## src/include/two_wire_seq_regs.svh

```systemverilog
`ifndef TWO_WIRE_SEQ_REGS_SVH
`define TWO_WIRE_SEQ_REGS_SVH
// Contract
// - software alone decides which modes are legal; hardware imposes no limit.
// - direction bit after seven-bit target address is high for a read.
// - direction bit after target address is low for a write.
// - receiver acknowledges a byte by holding data line low.
// - negative acknowledge leaves data line high during acknowledge bit.
// - each data field is one eight-bit byte plus an acknowledge bit.
// - at every flag set software must act or bus stays stalled.
// - next action is chosen from the masked status code.
// - after loading data, write flag and enable together to send byte.
// - compare masked status with data-sent-acked code; else handle error.
// - flag, enable and stop written together send stop; hardware clears stop.

// device register indices on the device port
`define DEV_CONTROL_IDX 2'h0
`define DEV_STATUS_IDX 2'h1
`define DEV_DATA_IDX 2'h2

// control_reg bit positions
`define CTL_FLAG_BIT 7
`define CTL_ACKEN_BIT 6
`define CTL_START_BIT 5
`define CTL_STOP_BIT 4
`define CTL_WCOL_BIT 3
`define CTL_EN_BIT 2

// status codes and mask
`define STATUS_MASK 8'hF8
`define CODE_START 8'h08
`define CODE_ADDR_ACK 8'h18
`define CODE_ADDR_NACK 8'h20
`define CODE_DATA_ACK 8'h28
`define CODE_ARB_LOST 8'h38

// host register byte offsets
`define HOST_CMD_OFS 5'h00
`define HOST_TARGET_OFS 5'h04
`define HOST_TXDATA_OFS 5'h08
`define HOST_STATUS_OFS 5'h0C
`define HOST_PRESC_OFS 5'h10

// host field positions
`define CMD_GO_BIT 0
`define CMD_READ_BIT 1
`define CMD_STOP_BIT 2
`define ST_BUSY_BIT 0
`define ST_DONE_BIT 1
`define ST_ERR_BIT 2
`define ST_ARB_BIT 3
`define ST_WCOL_BIT 4
`define ST_CODE_LSB 8
`endif

```

## src/include/two_wire_seq_pkg.sv

```systemverilog
package two_wire_seq_pkg;
    typedef enum logic [3:0] {
        S_IDLE,
        S_PRESC,
        S_START,
        S_POLL,
        S_POLL_CHK,
        S_STAT,
        S_STAT_CHK,
        S_LOAD,
        S_KICK,
        S_STOP,
        S_STOP_POLL,
        S_STOP_CHK,
        S_DONE
    } state_t;

    typedef enum logic [1:0] {
        PH_START,
        PH_ADDR,
        PH_DATA
    } phase_t;
endpackage

```

## src/core/two_wire_mode_sequencer.sv

```systemverilog
// Register access over Avalon-MM and the register addresses were left to the implementer.
`include "two_wire_seq_regs.svh"

module two_wire_mode_sequencer #(
    parameter int PRESC_W = 2
) (
    input wire logic CLK_SYS, // 40 MHz system clock
    input wire logic NRST, // async reset, active low
    input wire logic [4:0] AVS_ADDRESS, // byte address
    input wire logic AVS_READ, // read request
    input wire logic AVS_WRITE, // write request
    input wire logic [31:0] AVS_WRITEDATA, // write data
    output logic [31:0] AVS_READDATA, // read data
    output logic AVS_WAITREQUEST, // stall
    output logic [1:0] DEV_ADDR, // device register index
    output logic DEV_WR, // device write strobe
    output logic DEV_RD, // device read strobe
    output logic [7:0] DEV_WDATA, // device write data
    input wire logic [7:0] DEV_RDATA // device read data, valid cycle after DEV_RD
);

    two_wire_seq_pkg::state_t state_reg, state_next;
    two_wire_seq_pkg::phase_t phase_reg, phase_next;
    logic read_dir_reg;
    logic stop_end_reg;
    logic [6:0] target_reg;
    logic [7:0] txdata_reg;
    logic [PRESC_W-1:0] presc_reg;
    logic done_reg, err_reg, arb_reg, wcol_reg;
    logic [7:0] code_reg;
    logic ack_reg;
    logic [1:0] dev_addr_next;
    logic [7:0] dev_wdata_next;
    logic [7:0] masked;
    logic go, bus_wr, bus_rd, set_done, set_err, set_arb, set_wcol;

    function automatic logic [7:0] ctl_word(input logic start, input logic stop);
        logic [7:0] w;
        w = 8'h00;
        w[`CTL_FLAG_BIT] = 1'b1;
        w[`CTL_EN_BIT] = 1'b1;
        w[`CTL_START_BIT] = start;
        w[`CTL_STOP_BIT] = stop;
        return w;
    endfunction

    ////////////////////////////////////////////////////////////////////////////
    // avalon slave: one wait cycle per access

    // write lands only at the edge where waitrequest is low
    assign bus_wr = AVS_WRITE & ack_reg;
    assign bus_rd = AVS_READ & ~ack_reg;
    assign AVS_WAITREQUEST = (AVS_READ | AVS_WRITE) & ~ack_reg;
    assign go = bus_wr && AVS_ADDRESS == `HOST_CMD_OFS && AVS_WRITEDATA[`CMD_GO_BIT]
        && state_reg == two_wire_seq_pkg::S_IDLE;

    always_ff @(posedge CLK_SYS or negedge NRST) begin
        if (!NRST) begin
            ack_reg <= 1'b0;
        end else begin
            ack_reg <= (AVS_READ | AVS_WRITE) & ~ack_reg;
        end
    end

    // settings are frozen while a transfer runs
    always_ff @(posedge CLK_SYS or negedge NRST) begin
        if (!NRST) begin
            read_dir_reg <= 1'b0;
            stop_end_reg <= 1'b0;
            target_reg <= 7'h00;
            txdata_reg <= 8'h00;
            presc_reg <= '0;
        end else if (bus_wr && state_reg == two_wire_seq_pkg::S_IDLE) begin
            case (AVS_ADDRESS)
                `HOST_CMD_OFS: begin
                    read_dir_reg <= AVS_WRITEDATA[`CMD_READ_BIT];
                    stop_end_reg <= AVS_WRITEDATA[`CMD_STOP_BIT];
                end
                `HOST_TARGET_OFS: target_reg <= AVS_WRITEDATA[6:0];
                `HOST_TXDATA_OFS: txdata_reg <= AVS_WRITEDATA[7:0];
                `HOST_PRESC_OFS: presc_reg <= AVS_WRITEDATA[PRESC_W-1:0];
                default: ;
            endcase
        end
    end

    always_ff @(posedge CLK_SYS or negedge NRST) begin
        if (!NRST) begin
            AVS_READDATA <= 32'h0000_0000;
        end else if (bus_rd) begin
            AVS_READDATA <= 32'h0000_0000;
            case (AVS_ADDRESS)
                `HOST_CMD_OFS: begin
                    AVS_READDATA[`CMD_READ_BIT] <= read_dir_reg;
                    AVS_READDATA[`CMD_STOP_BIT] <= stop_end_reg;
                end
                `HOST_TARGET_OFS: AVS_READDATA[6:0] <= target_reg;
                `HOST_TXDATA_OFS: AVS_READDATA[7:0] <= txdata_reg;
                `HOST_STATUS_OFS: begin
                    AVS_READDATA[`ST_BUSY_BIT] <= state_reg != two_wire_seq_pkg::S_IDLE;
                    AVS_READDATA[`ST_DONE_BIT] <= done_reg;
                    AVS_READDATA[`ST_ERR_BIT] <= err_reg;
                    AVS_READDATA[`ST_ARB_BIT] <= arb_reg;
                    AVS_READDATA[`ST_WCOL_BIT] <= wcol_reg;
                    AVS_READDATA[`ST_CODE_LSB +: 8] <= code_reg;
                end
                `HOST_PRESC_OFS: AVS_READDATA[PRESC_W-1:0] <= presc_reg;
                default: ;
            endcase
        end
    end

    ////////////////////////////////////////////////////////////////////////////
    // sticky result flags: a new event beats a clear in the same cycle

    logic clr_flags;
    assign clr_flags = bus_wr && AVS_ADDRESS == `HOST_STATUS_OFS;

    always_ff @(posedge CLK_SYS or negedge NRST) begin
        if (!NRST) begin
            done_reg <= 1'b0;
            err_reg <= 1'b0;
            arb_reg <= 1'b0;
            wcol_reg <= 1'b0;
        end else begin
            done_reg <= set_done | (done_reg & ~go & ~(clr_flags & AVS_WRITEDATA[`ST_DONE_BIT]));
            err_reg <= set_err | (err_reg & ~go & ~(clr_flags & AVS_WRITEDATA[`ST_ERR_BIT]));
            arb_reg <= set_arb | (arb_reg & ~go & ~(clr_flags & AVS_WRITEDATA[`ST_ARB_BIT]));
            wcol_reg <= set_wcol | (wcol_reg & ~go & ~(clr_flags & AVS_WRITEDATA[`ST_WCOL_BIT]));
        end
    end

    always_ff @(posedge CLK_SYS or negedge NRST) begin
        if (!NRST) begin
            code_reg <= 8'h00;
        end else if (state_reg == two_wire_seq_pkg::S_STAT_CHK) begin
            code_reg <= masked;
        end
    end

    ////////////////////////////////////////////////////////////////////////////
    // sequencer

    assign masked = DEV_RDATA & `STATUS_MASK;

    always_comb begin
        state_next = state_reg;
        phase_next = phase_reg;
        set_done = 1'b0;
        set_err = 1'b0;
        set_arb = 1'b0;
        set_wcol = 1'b0;
        case (state_reg)
            two_wire_seq_pkg::S_IDLE: begin
                if (go) begin
                    state_next = two_wire_seq_pkg::S_PRESC;
                end
            end
            two_wire_seq_pkg::S_PRESC: begin
                state_next = two_wire_seq_pkg::S_START;
            end
            two_wire_seq_pkg::S_START: begin
                phase_next = two_wire_seq_pkg::PH_START;
                state_next = two_wire_seq_pkg::S_POLL;
            end
            two_wire_seq_pkg::S_POLL: begin
                state_next = two_wire_seq_pkg::S_POLL_CHK;
            end
            two_wire_seq_pkg::S_POLL_CHK: begin
                // wait while device holds the bus
                if (DEV_RDATA[`CTL_FLAG_BIT]) begin
                    state_next = two_wire_seq_pkg::S_STAT;
                end else begin
                    state_next = two_wire_seq_pkg::S_POLL;
                end
            end
            two_wire_seq_pkg::S_STAT: begin
                state_next = two_wire_seq_pkg::S_STAT_CHK;
            end
            two_wire_seq_pkg::S_STAT_CHK: begin
                case (phase_reg)
                    two_wire_seq_pkg::PH_START: begin
                        if (masked == `CODE_START) begin
                            phase_next = two_wire_seq_pkg::PH_ADDR;
                            state_next = two_wire_seq_pkg::S_LOAD;
                        end else begin
                            set_err = 1'b1;
                            state_next = two_wire_seq_pkg::S_DONE;
                        end
                    end
                    two_wire_seq_pkg::PH_ADDR: begin
                        // three address outcomes; ack on write, arbitration lost, or stop (nack, or ack on read)
                        if (masked == `CODE_ADDR_ACK && !read_dir_reg) begin
                            phase_next = two_wire_seq_pkg::PH_DATA;
                            state_next = two_wire_seq_pkg::S_LOAD;
                        end else if (masked == `CODE_ARB_LOST) begin
                            set_arb = 1'b1;
                            set_err = 1'b1;
                            state_next = two_wire_seq_pkg::S_DONE;
                        end else begin
                            set_err = masked != `CODE_ADDR_ACK;
                            state_next = two_wire_seq_pkg::S_STOP;
                        end
                    end
                    default: begin
                        set_err = masked != `CODE_DATA_ACK;
                        if (stop_end_reg || masked != `CODE_DATA_ACK) begin
                            state_next = two_wire_seq_pkg::S_STOP;
                        end else begin
                            state_next = two_wire_seq_pkg::S_DONE;
                        end
                    end
                endcase
            end
            two_wire_seq_pkg::S_LOAD: begin
                state_next = two_wire_seq_pkg::S_KICK;
            end
            two_wire_seq_pkg::S_KICK: begin
                state_next = two_wire_seq_pkg::S_POLL;
            end
            two_wire_seq_pkg::S_STOP: begin
                state_next = two_wire_seq_pkg::S_STOP_POLL;
            end
            two_wire_seq_pkg::S_STOP_POLL: begin
                state_next = two_wire_seq_pkg::S_STOP_CHK;
            end
            two_wire_seq_pkg::S_STOP_CHK: begin
                set_wcol = DEV_RDATA[`CTL_WCOL_BIT];
                if (DEV_RDATA[`CTL_STOP_BIT]) begin
                    state_next = two_wire_seq_pkg::S_STOP_POLL;
                end else begin
                    state_next = two_wire_seq_pkg::S_DONE;
                end
            end
            two_wire_seq_pkg::S_DONE: begin
                set_done = 1'b1;
                state_next = two_wire_seq_pkg::S_IDLE;
            end
            default: begin
                state_next = two_wire_seq_pkg::S_IDLE;
            end
        endcase
    end

    always_ff @(posedge CLK_SYS or negedge NRST) begin
        if (!NRST) begin
            state_reg <= two_wire_seq_pkg::S_IDLE;
            phase_reg <= two_wire_seq_pkg::PH_START;
        end else begin
            state_reg <= state_next;
            phase_reg <= phase_next;
        end
    end

    ////////////////////////////////////////////////////////////////////////////
    // device port: address and data registered for the state being entered

    assign DEV_WR = state_reg == two_wire_seq_pkg::S_PRESC || state_reg == two_wire_seq_pkg::S_START
        || state_reg == two_wire_seq_pkg::S_LOAD || state_reg == two_wire_seq_pkg::S_KICK
        || state_reg == two_wire_seq_pkg::S_STOP;
    assign DEV_RD = state_reg == two_wire_seq_pkg::S_POLL || state_reg == two_wire_seq_pkg::S_STAT
        || state_reg == two_wire_seq_pkg::S_STOP_POLL;

    always_comb begin
        dev_addr_next = `DEV_CONTROL_IDX;
        dev_wdata_next = 8'h00;
        case (state_next)
            two_wire_seq_pkg::S_PRESC: begin
                // prescaler kept in the low status bits
                dev_addr_next = `DEV_STATUS_IDX;
                dev_wdata_next = {{(8 - PRESC_W){1'b0}}, presc_reg};
            end
            two_wire_seq_pkg::S_START: begin
                dev_wdata_next = ctl_word(1'b1, 1'b0);
            end
            two_wire_seq_pkg::S_STAT: begin
                dev_addr_next = `DEV_STATUS_IDX;
            end
            two_wire_seq_pkg::S_LOAD: begin
                // data written only after the flag was seen high
                dev_addr_next = `DEV_DATA_IDX;
                if (phase_next == two_wire_seq_pkg::PH_ADDR) begin
                    dev_wdata_next = {target_reg, read_dir_reg};
                end else begin
                    dev_wdata_next = txdata_reg;
                end
            end
            two_wire_seq_pkg::S_KICK: begin
                // flag with enable resumes the bus
                dev_wdata_next = ctl_word(1'b0, 1'b0);
            end
            two_wire_seq_pkg::S_STOP: begin
                dev_wdata_next = ctl_word(1'b0, 1'b1);
            end
            default: ;
        endcase
    end

    always_ff @(posedge CLK_SYS or negedge NRST) begin
        if (!NRST) begin
            DEV_ADDR <= `DEV_CONTROL_IDX;
            DEV_WDATA <= 8'h00;
        end else begin
            DEV_ADDR <= dev_addr_next;
            DEV_WDATA <= dev_wdata_next;
        end
    end

endmodule

```

## config.mk

```make
export PLATFORM = sky130hd
export DESIGN_NAME = two_wire_mode_sequencer
export DESIGN_NICKNAME = d
export VERILOG_FILES = /design/src/include/two_wire_seq_pkg.sv /design/src/core/two_wire_mode_sequencer.sv
export VERILOG_INCLUDE_DIRS = /design/src /design/src/include
export SDC_FILE = /design/constraint.sdc
export NUM_CORES = 1
export LEC_CHECK = 0
export BUFFER_PORTS_ARGS = -buffer_cell sky130_fd_sc_hd__buf_2
export CORE_MARGIN = 2
export CORE_UTILIZATION = 45
export DETAILED_ROUTE_END_ITERATION = 12
export GPL_ROUTABILITY_DRIVEN = 0
export MAX_ROUTING_LAYER = met4
export PLACE_DENSITY_LB_ADDON = 0.25
export SYNTH_ARGS = -nofsm -noshare
export SYNTH_HDL_FRONTEND = slang
export SYNTH_SLANG_ARGS = --single-unit
```

## constraint.sdc

```tcl
create_clock -name CLK_SYS -period 1.7 [get_ports CLK_SYS]
set_input_delay 0.085 -clock CLK_SYS [delete_from_list [all_inputs] [get_ports CLK_SYS]]
set_output_delay 0.085 -clock CLK_SYS [all_outputs]
set_load 0.02 [all_outputs]
```

# Word-level counts from Yosys, hierarchy flattened
# Cells that the tools add are included.
totals:
  register_bits: 61
  inputBits: 49
  out_inout_bits: 45
  word_cells: 129
classes:
  n_eq_ne: 29
  mux: 34
  n_bitwise: 26
  n_reduce_logical: 24
ops:
  columns: ["operator", "n"]
  rows:
  - ["4-bit case mux with 11 select lines", 1]
  - ["8-bit case mux with 5 select lines", 1]
  - ["4-bit == test, second input constant", 7]
  - ["4-bit by 3-bit == test with 1-bit output, second input constant", 6]
  - ["8-bit two-way mux", 2]
  - ["2-bit case mux with 2 select lines", 4]
  - ["1-bit AND", 15]
  - ["4-bit by 2-bit == test with 1-bit output, second input constant", 3]
  - ["3-bit two-way mux", 4]
  - ["4-bit two-way mux", 3]
  - ["1-bit two-way mux", 11]
  - ["5-bit by 3-bit == test with 1-bit output, second input constant", 2]
  - ["5-bit by 4-bit == test with 1-bit output, second input constant", 2]
  - ["4-bit by 1-bit == test with 1-bit output, second input constant", 2]
  - ["1-bit case mux with 4 select lines", 2]
  - ["4-bit case mux with 2 select lines", 1]
  - ["2-bit AND reduction", 4]
  - ["1-bit logical OR", 7]
  - ["1-bit logical AND", 6]
  - ["1-bit NOT", 6]
  - ["2-bit case mux with 3 select lines", 1]
  - ["5-bit by 1-bit == test with 1-bit output, second input constant", 1]
  - ["5-bit by 2-bit == test with 1-bit output, second input constant", 1]
  - ["5-bit == test, second input constant", 1]
  - ["other kinds (13)", 20]

# Longest topological paths before layout
# Gate-level depths: netlist (run 1).
logic_depth:
  ltp_word: 9
  mapped_depth: 8
  depth_no_buf: 6

# Worst setup path before layout (run 1)
# Ideal clock, no wire load.
synth_timing:
  path_kind: "reg-to-reg"
  startpoint: "reg state_reg[3]"
  endpoint: "reg DEV_WDATA[4]"
  setup_time_ns: 0.130
  arrival_ns: 1.643
  required_ns: 1.570
  path_slack_ns: -0.073
  stages_incl_launch_ff: 8
  path_buffers: 1
  synth_period_minus_slack_ns: 1.773
  path_cell_list: "dfrtp_1 and4bb_4 nand2_2 o41ai_2 o22a_2 buf_6 mux2i_1 o22ai_1"
synth_via:
  elab_chain_cells: 6
  elab_cells_between_ends: 25
  cone_classes: "eq/ne (17); mux (5); reduce/logical (3)"
synth_rtl:
  columns: ["item", "line", "text"]
  rows:
  - ["start: declaration", "two_wire_mode_sequencer.sv:22", "two_wire_seq_pkg::state_t state_reg, state_next;"]
  - ["start signal: assignment", "two_wire_mode_sequencer.sv:247", "state_reg <= two_wire_seq_pkg::S_IDLE;"]
  - ["start signal: assignment", "two_wire_mode_sequencer.sv:250", "state_reg <= state_next;"]
  - ["4-bit logical NOT", "two_wire_mode_sequencer.sv:55, two_wire_mode_sequencer.sv:153", null]
  - ["1-bit logical AND", "two_wire_mode_sequencer.sv:54", "assign go = bus_wr && AVS_ADDRESS == `HOST_CMD_OFS && AVS_WRITEDATA[`CMD_GO_BIT]"]
  - ["4-bit two-way mux", "two_wire_mode_sequencer.sv:155", "if (go) begin"]
  - ["4-bit case mux with 11 select lines", "two_wire_mode_sequencer.sv:153", "case (state_reg)"]
  - ["4-bit == test (tied with other cells)", "two_wire_mode_sequencer.sv:267", "case (state_next)"]
  - ["8-bit case mux with 5 select lines *", "two_wire_mode_sequencer.sv:267", null]
  - ["named net dev_wdata_next[4]", "two_wire_mode_sequencer.sv:33", "logic [7:0] dev_wdata_next;"]
  - ["end signal: assignment", "two_wire_mode_sequencer.sv:305", "DEV_WDATA <= dev_wdata_next;"]
  - ["end: declaration", "two_wire_mode_sequencer.sv:18", "output logic [7:0] DEV_WDATA,"]
# Mark *: on every way through the listed nets, which the timed path passes. The rest lies on a longest branch.
# A chain may end at the register's enable or synchronous reset.

# Worst setup path after layout (run 1)
layout_timing:
  startpoint: "reg state_reg[0]"
  endpoint: "reg DEV_WDATA[2]"
# The elaborated chain is that of the path after synthesis.

==> metrics, run 1 <==
status=complete, but fails checks; failing checks=negative setup slack; CTS max path bufs=2; switching power total=1.759 mW; Yosys cell types=52; ys async rst share=100.0%; Final nets=446; Area Growth Syn to Fin=35.60%; pre-CTS setup slack=-0.2104 ns; top post-synthesis cells by count=dfrtp_1 (58), nand2_1 (46), o21ai_0 (22), mux2_2 (21), buf_4 (19); Main synth FF type=dfrtp_1; reg2reg path depth=7; share of the synthesized area in the top cell type=48.01%; Hold Crit Endpoint=txdata_reg[5]$_DFFE_PN0P_; Switching Share=33.24%; Slew HR=61.47%; overall power=5.292 mW; Cell Area, Placed=0.003532 mm^2; RSZ-0062 raised after global routing=true; Worst-Margin Slew=0.5780 ns; Comb power frac=35.3%; largest net degree at the start of global routing=37; min Tclk post-route=1.964 ns; crit share post-route=115.5%; Peak VDD IR=0.0007275 V; # H-tree levels=3; Reg-to-Reg End=DEV_WDATA[2]$_DFF_PN0_; first-pass GRT wire length=12470 um; critical path type=flip-flop to flip-flop; fraction of power consumed by sequential logic=35.0%; worst path cell trace=and4bb_4 > nand2_4 > o41ai_4 > o22a_2 > buf_12 > mux2i_1 > o21ai_1; CTS tree=done; gr ovfl total=0; multi-input logic area=0.001580 mm^2; Final Hold Vio Count=0; max cap viols=0; Startpoint Class=flip-flop; power per cell area=1291 mW/mm^2; cell family with most CP delay=compound AO/OA/AOI/OAI gates; slowest stage delay, CP=0.44 ns; full die area=0.007389 mm^2; IO Count=94; Sequential cell area=0.001455 mm^2; Final HPWL DP=5325 um; number of flip-flops in the largest register=13; port bufs=47; Final Hold Slack=0.02431 ns; cell internal pwr=3.533 mW; sequential element share of the synthesized area=48.01%; syn avg cell area=9.847 um^2; Worst Path Max Fanout=6; Initial Util=47.07%; Final setup viols=32; Die Ht=85.96 um; die width=85.96 um; cell taking the most area after synthesis=dfrtp_1; CP Depth=7; Layout Skew=0.007812 ns; Post-Syn Area=0.003023 mm^2; root buf cell=clkbuf_8; fmax=509.2 MHz; vias per cell=5.317; Post-Synthesis Cells=307; hold wc startpoint=AVS_WRITEDATA[5]; Core Region=0.006422 mm^2; WP buf/inv=1; # clock sinks=58; Post-synth EDFFs=0; Num CTS Buffers=9; CP endpoint kind=flip-flop; Via Count=2547; WP data arrival=2.17 ns; leak pwr=1.979 nW; Critical R2R Launch=state_reg[0]$_DFF_PN0_; Tot GR Track Use=22.30%; drc violations=0; count leader, synth=dfrtp_1; layout cells sized above 1=38.56%; TritonRoute pass-1 iters=4; Clock Latency Late Sink=0.33 ns; Hold Path Depth=2; Clk network pwr share=29.7%; num rows=29; WL final=7636 um; top cells by area, synth=dfrtp_1 (48%), mux2_2 (7.8%), nand2_1 (5.7%); Slew Viols, Final=0; Critical Path RT=1.91 ns; ant diodes=0; vias in the first global route=2515; R2R Setup Slk=-0.26 ns; synth warn=0; CTS clock-pin slew for the worst setup and hold paths=0.07 ns; TNS Setup=-4.575 ns; final worst-path setup slack=-0.2638 ns; register bit total from synthesis=58; DRT iter0 DRCs=178; Fillers=516; Worst Hold Class=input port to flip-flop; DRT antenna net count=0; post-route design area=0.004099 mm^2; Slowest-stage cell, CP=dfrtp_2; initial antenna violation count=0; drt wl/cell=15.94 um
## worst max-delay path by stage
stage	slack (ns)	end	from
final	-0.26	DEV_WDATA[2]$_DFF_PN0_	state_reg[0]$_DFF_PN0_
after global routing	-0.31	DEV_WDATA[2]$_DFF_PN0_	state_reg[0]$_DFF_PN0_
after CTS	-0.23	DEV_WDATA[2]$_DFF_PN0_	state_reg[0]$_DFF_PN0_
after detailed placement	-0.21	DEV_WDATA[2]$_DFF_PN0_	state_reg[0]$_DFF_PN0_
after global placement	-0.17	DEV_WDATA[2]$_DFF_PN0_	state_reg[0]$_DFF_PN0_
after floorplan	-0.06	DEV_WDATA[4]$_DFF_PN0_	state_reg[0]$_DFF_PN0_
## through the flow
| stage | util, % | cells |
|---|---|---|
| global route | 63.82 | 479 |
| CTS | 62.48 | 478 |
| detailed placement | 55.00 | 454 |
| floorplan | - | 325 |
| finish | 63.82 | 479 |
| global placement | 55.00 | 454 |
## area by class of cell
cell class	instances	area share [%]
inverters	9	0.8242
clock inverters	4	2.411
multi-input cells	223	38.55
flip-flops and latches	58	35.50
well taps	77	2.350
clock buffers	12	3.541
repair buffers	96	16.82
## power groups by stage
stage               registers, mW  logic, mW  clock network [mW]
detailed placement           1.83       1.60                   0
floorplan                    1.85      0.958                   0
finish                       1.85       1.87                1.57
global route                 1.88       2.03                1.66
global placement             1.83       1.56                   0
CTS                          1.82       1.77                1.59
## cell families after synthesis
logic type | synth area share [%]
other cells | 0.1241
mux | 11.47
xor+xnor | 0.5796
flops | 48.01
compound gates | 12.50
simple gates | 18.87
buf+inv | 8.444
## layout by cell type, fill, tap and decap left out, drive strengths merged, types with 7 or more instances in the layout
cell,n
clkbuf,12
mux2,21
inv,9
buf,91
o21ai,26
dfrtp,58
a21oi,7
nand2,47
nor3,10
conb,19
nor2,17
mux2i,11
## metal layers
layer	vias up	track usage (%)	routed length, um
met1	1233	31.20	3558
met5	-	-	0
li1	1211	-	-
met4	0	7.504	94
met3	11	3.176	425
met2	92	33.40	3557
## what timing repair did
item / in CTS / in global routing
setup buffers: 3 / 1
hold buffers: 5 / 0
endpoints found under the setup margin: 35 / 36
pin swaps: 7 / 3
hold endpoints to repair: 27 / 0
resized for setup: 43 / 15
Note: power is estimated with default switching activity, not from simulation.
==> run 2, diff against run 1 <==
Settings changed: CORE_UTILIZATION 45 to 46, CTS_BUF_LIST set to sky130_fd_sc_hd__clkbuf_16, RECOVER_POWER set to 50.
==> run 2 against run 1 <==
The run still ends with negative setup slack left; register-to-register slack gained 0.08 ns; sequential cell count is the same; largest cell class unchanged; clock power grew 10%; routed wire length shrank 3.3%; critical path depth shrank 1; utilization shrank 1.6 points; highest routed layer unchanged.
==> metrics, run 2 (same netlist as run 1, synthesis figures left out) <==
Tot GR Track Use=21.20%; Cell Area, Placed=0.003457 mm^2; Final setup viols=19; crit share post-route=111.0%; post-route design area=0.003951 mm^2; fmax=529.9 MHz; Worst-Margin Slew=0.5646 ns; die width=85.07 um; most common cell after layout, fill and taps aside=dfrtp_1; Final nets=435; CTS max path bufs=2; Worst Path Max Fanout=8; Layout Skew=0.005398 ns; commonest non-fill, non-tap cells in the layout=dfrtp_1 (54), nand2_1 (46), buf_4 (30); layout cells sized above 1=31.46%; CTS tree=done; # H-tree levels=3; # clock sinks=58; port bufs=47; vias per cell=5.314; first-pass GRT wire length=11670 um; CP endpoint kind=flip-flop; critical path type=flip-flop to flip-flop; TritonRoute pass-1 iters=4; Worst Hold Class=input port to flip-flop; largest net degree at the start of global routing=36; Final Hold Slack=0.01216 ns; drc violations=0; leak pwr=1.823 nW; failing checks=negative setup slack; root buf cell=clkbuf_16; CTS clock-pin slew for the worst setup and hold paths=0.05 ns; Peak VDD IR=0.0008796 V; Core Region=0.006350 mm^2; Final HPWL DP=5149 um; min Tclk post-route=1.887 ns; Die Ht=85.07 um; gr ovfl total=0; Critical Path RT=1.89 ns; num rows=29; vias in the first global route=2348; Area Growth Syn to Fin=30.71%; RSZ-0062 raised after global routing=true; Startpoint Class=flip-flop; max cap viols=0; status=complete, but fails checks; number of flip-flops in the largest register=13; power per cell area=1344 mW/mm^2; overall power=5.310 mW; Final Hold Vio Count=0; Via Count=2487; WP data arrival=2.08 ns; Slew Viols, Final=0; Post-Route Utilization=62.23%; Num CTS Buffers=9; Slew HR=62.36%; DRT iter0 DRCs=251; full die area=0.007236 mm^2; IO Count=94; ant diodes=0; final worst-path setup slack=-0.1873 ns; initial antenna violation count=0; Initial Util=47.61%; WL final=7386 um; drt wl/cell=15.78 um; Clock Latency Late Sink=0.32 ns; DRT antenna net count=0
[run 2: cell types whose count changed in the layout (fill, tap and decap cells not counted), sizes merged]
cell | previous run | this run
clkinvlp | 0 | 1
buf | 91 | 58
dlygate4sd3 | 5 | 2
clkbuf | 12 | 34
clkinv | 1 | 5
bufinv | 3 | 1
[run 2: final timing paths]
check                                              from                      endpoint  slack, ns  depth (start not counted)
min in group asynchronous                          NRST        phase_reg[1]$_DFF_PN0_       0.29                          2
max reg2reg                      state_reg[0]$_DFF_PN0_        DEV_WDATA[2]$_DFF_PN0_      -0.19                          6
max in group asynchronous                          NRST        state_reg[2]$_DFF_PN0_       0.45                          3
min                                        DEV_RDATA[6]       code_reg[6]$_DFFE_PN0P_       0.01                          3
min reg2reg                AVS_READDATA[11]$_DFFE_PN0P_  AVS_READDATA[11]$_DFFE_PN0P_       0.47                          2
max                              state_reg[0]$_DFF_PN0_        DEV_WDATA[2]$_DFF_PN0_      -0.19                          6
[run 2: critical path: stages (launching register included)]
cell     delay [ns]
dfrtp_2        0.43
or3b_1         0.43
mux2i_1        0.26
o22a_2         0.21
buf_12         0.14
mux2i_1        0.21
o21ai_1        0.08
[run 2: cell type report]
class / count / area [um^2]
clock inverter: 7 / 70.07
sequential: 58 / 1456
clock buffer: 9 / 225.2
multi-input combinational: 223 / 1536
inverter: 9 / 33.78
timing repair buffer: 85 / 533.0
fill: 543 / 2399
tap: 77 / 96.34
[run 2: report_power, final]
part	total [mW]	switching [mW]	leakage [nW]	internal (mW)
sequential	1.84	0.199	0.773	1.64
clock	1.73	0.605	0.145	1.13
combinational	1.74	0.939	0.905	0.800
total	5.31	1.74	1.82	3.57
[run 2: routing by layer]
layer  GRT usage, %  routed length (um)  part of all wire [%]
met1          29.17                3477                    47
met5              -                   0                     0
met3          4.183                 447                   6.1
met2          31.89                3406                    46
met4          6.494                  55                  0.74
[run 2: per-stage QoR]
stage	std cells	TNS (ns)	worst slack, ns
final	468	-1.941	-0.1873
after global routing	468	-3.771	-0.2805
after CTS	465	-2.972	-0.1605
after detailed placement	444	-3.853	-0.2505
after global placement	444	-2.293	-0.1707
after floorplan	325	-0.2992	-0.06445
[run 2: timing repair]
item / in CTS / in global routing
hold endpoints to repair: 24 / 0
setup endpoints to repair: 32 / 35
pin swaps: 3 / 8
buffers inserted: 3 / 3
hold buffers: 2 / 0
gates resized for setup: 4 / 38
==> run 3, diff against run 2 <==
Settings changed: ABC_AREA set to 1.
==> run 3 against run 2 <==
The run now ends clean; critical path type unchanged; register-to-register slack better by 0.30 ns; first-iteration DRC count is 2.4% lower; via count is 7.6% higher; largest power group unchanged; combinational power is 29% lower; maximum frequency is 19% higher.
==> metrics, run 3 <==
status=finished clean; # clock sinks=58; Die Ht=84.81 um; Peak VDD IR=0.0008451 V; Final HPWL DP=5304 um; Worst Hold Class=input port to flip-flop; vias in the first global route=2356; full die area=0.007193 mm^2; CTS clock-pin slew for the worst setup and hold paths=0.05 ns; register bit total from synthesis=58; Fillers=632; count leader, synth=nand2_1; Yosys cell types=31; Final setup viols=0; num rows=29; CTS max path bufs=2; port bufs=47; Slew Viols, Final=0; Initial Util=47.31%; Via Count=2676; postcts setup bufs=0; gr ovfl total=0; syn avg cell area=7.906 um^2; first-pass GRT wire length=11590 um; initial antenna violation count=0; Worst-Margin Slew=1.122 ns; IO Count=94; power per cell area=1316 mW/mm^2; placed cell count=510; Post-Route Utilization=56.51%; ys async rst share=100.0%; Startpoint Class=flip-flop; worst path cell trace=inv_2 > nor2_4 > nand2_2 > nor2_2 > nand3_2 > nand2_4 > nand2_4 > nand2_1 > nand3_1 > nand3_1; top post-synthesis cells by count=nand2_1 (115), dfrtp_1 (58), inv_1 (39), nand3_1 (33), o21ai_0 (32); TritonRoute pass-1 iters=4; Post-Syn Area=0.003004 mm^2; largest net degree at the start of global routing=21; slowest stage delay, CP=0.42 ns; RSZ-0062 raised after global routing=false; Final nets=494; DRT antenna net count=0; Post-Synthesis Cells=380; die width=84.81 um; DRT iter0 DRCs=245; Area Growth Syn to Fin=19.45%; Post-synth EDFFs=0; Core Region=0.006350 mm^2; Worst Path Max Fanout=10; top cells by area, synth=dfrtp_1 (48%), nand2_1 (14%), nand3_1 (5.5%); fmax=628.2 MHz; CP endpoint kind=flip-flop; crit share post-route=93.63%; vias per cell=5.078; Critical Path RT=1.96 ns; commonest non-fill, non-tap cells in the layout=nand2_1 (115), dfrtp_1 (58), inv_1 (41); Layout Skew=0.006599 ns; Clock Latency Late Sink=0.32 ns; cell taking the most area after synthesis=dfrtp_1; root buf cell=clkbuf_16; sequential element share of the synthesized area=48.31%; layout cells sized above 1=15.78%; leak pwr=1.869 nW; drc violations=0; synth warn=0; post-route insts no fill=527; Num CTS Buffers=9; number of flip-flops in the largest register=13; WL final=7168 um; share of the synthesized area in the top cell type=48.31%; critical path type=flip-flop to flip-flop; Slew HR=25.19%; TNS Setup=0 ns; CTS tree=done; ant diodes=0; Final Hold Slack=0.007733 ns; Slowest-stage cell, CP=dfrtp_1; max cap viols=0; drt wl/cell=13.60 um; # H-tree levels=3; WP data arrival=1.85 ns; most common cell after layout, fill and taps aside=nand2_1; Tot GR Track Use=21.46%; min Tclk post-route=1.592 ns; Final Hold Vio Count=0; Main synth FF type=dfrtp_1
run 3: cell count changes in the layout (fill, tap and decap cells not counted), moves of 6 or more:
cell | previous run | this run
nand3_1 | 2 | 33
nor3_1 | 8 | 2
buf_4 | 30 | 12
nor2_1 | 17 | 23
o21ai_0 | 19 | 32
mux2i_1 | 11 | 0
nor2_2 | 0 | 6
nand2_1 | 46 | 115
mux2_4 | 17 | 0
inv_1 | 9 | 41
run 3: final timing paths:
path                                         from  slack (ns)                      endpoint  cells after the start
max                        state_reg[2]$_DFF_PN0_        0.11        DEV_WDATA[2]$_DFF_PN0_                     10
min                                  DEV_RDATA[5]       0.008       code_reg[5]$_DFFE_PN0P_                      3
max reg2reg                state_reg[2]$_DFF_PN0_        0.11        DEV_WDATA[2]$_DFF_PN0_                     10
min reg2reg                     ack_reg$_DFF_PN0_        0.47             ack_reg$_DFF_PN0_                      1
max in group asynchronous                    NRST        0.31      read_dir_reg$_DFFE_PN0P_                      3
min in group asynchronous                    NRST        0.50  AVS_READDATA[14]$_DFFE_PN0P_                      2
run 3: per-stage QoR:
stage	cell area [um^2]	setup slack (ns)	total power, mW
6_report	3588	0.1083	4.723
3_3_place_gp	3316	0.1463	3.015
3_5_place_dp	3316	0.09448	3.036
2_1_floorplan	3072	0.2904	2.678
4_1_cts	3603	0.05637	4.735
5_1_grt	3588	0.01502	4.993
run 3: worst max-delay path: cells and delay by family, from the launching register on:
| kind | cells | cell delay [ns] |
|---|---|---|
| DFF | 1 | 0.42 |
| buffers and inverters | 1 | 0.08 |
| and+or+nand+nor | 9 | 1.02 |
run 3: layout make-up:
class                      instances  area [um^2]  share of cell area [%]
clock buffer                       9        225.2                   6.276
clock inverter                     7        52.55                   1.464
inverter                          43        161.4                   4.498
multi-input combinational        273         1296                   36.12
sequential                        58         1451                   40.45
tap                               77        96.34                   2.685
timing repair buffer              60        305.3                   8.508
run 3: kinds of logic after synthesis:
logic type / Yosys count / synth area share, %
buffers and inverters: 67 / 11.29
and+or+nand+nor: 201 / 30.36
DFF: 58 / 48.31
AOI/OAI and AO/OA: 53 / 9.913
other: 1 / 0.1248
run 3: power by group:
group          internal (mW)  switching (mW)  total [mW]
sequential              1.64           0.178        1.82
combinational          0.402           0.823        1.23
clock                   1.10           0.580        1.68
run 3: routing by layer:
metal	vias to the layer above	GRT usage [%]	wire length, um
li1	1315	-	-
met1	1234	30.69	3465
met2	116	30.42	3116
met3	11	4.377	488
met4	0	7.792	98
met5	-	-	0
run 3: repair_timing:
action / 4_1_cts / 5_1_grt
endpoints found under the hold margin: 18 / 0
resized for setup: 0 / 4
setup endpoints to repair: 0 / 14
hold buffers: 1 / 0
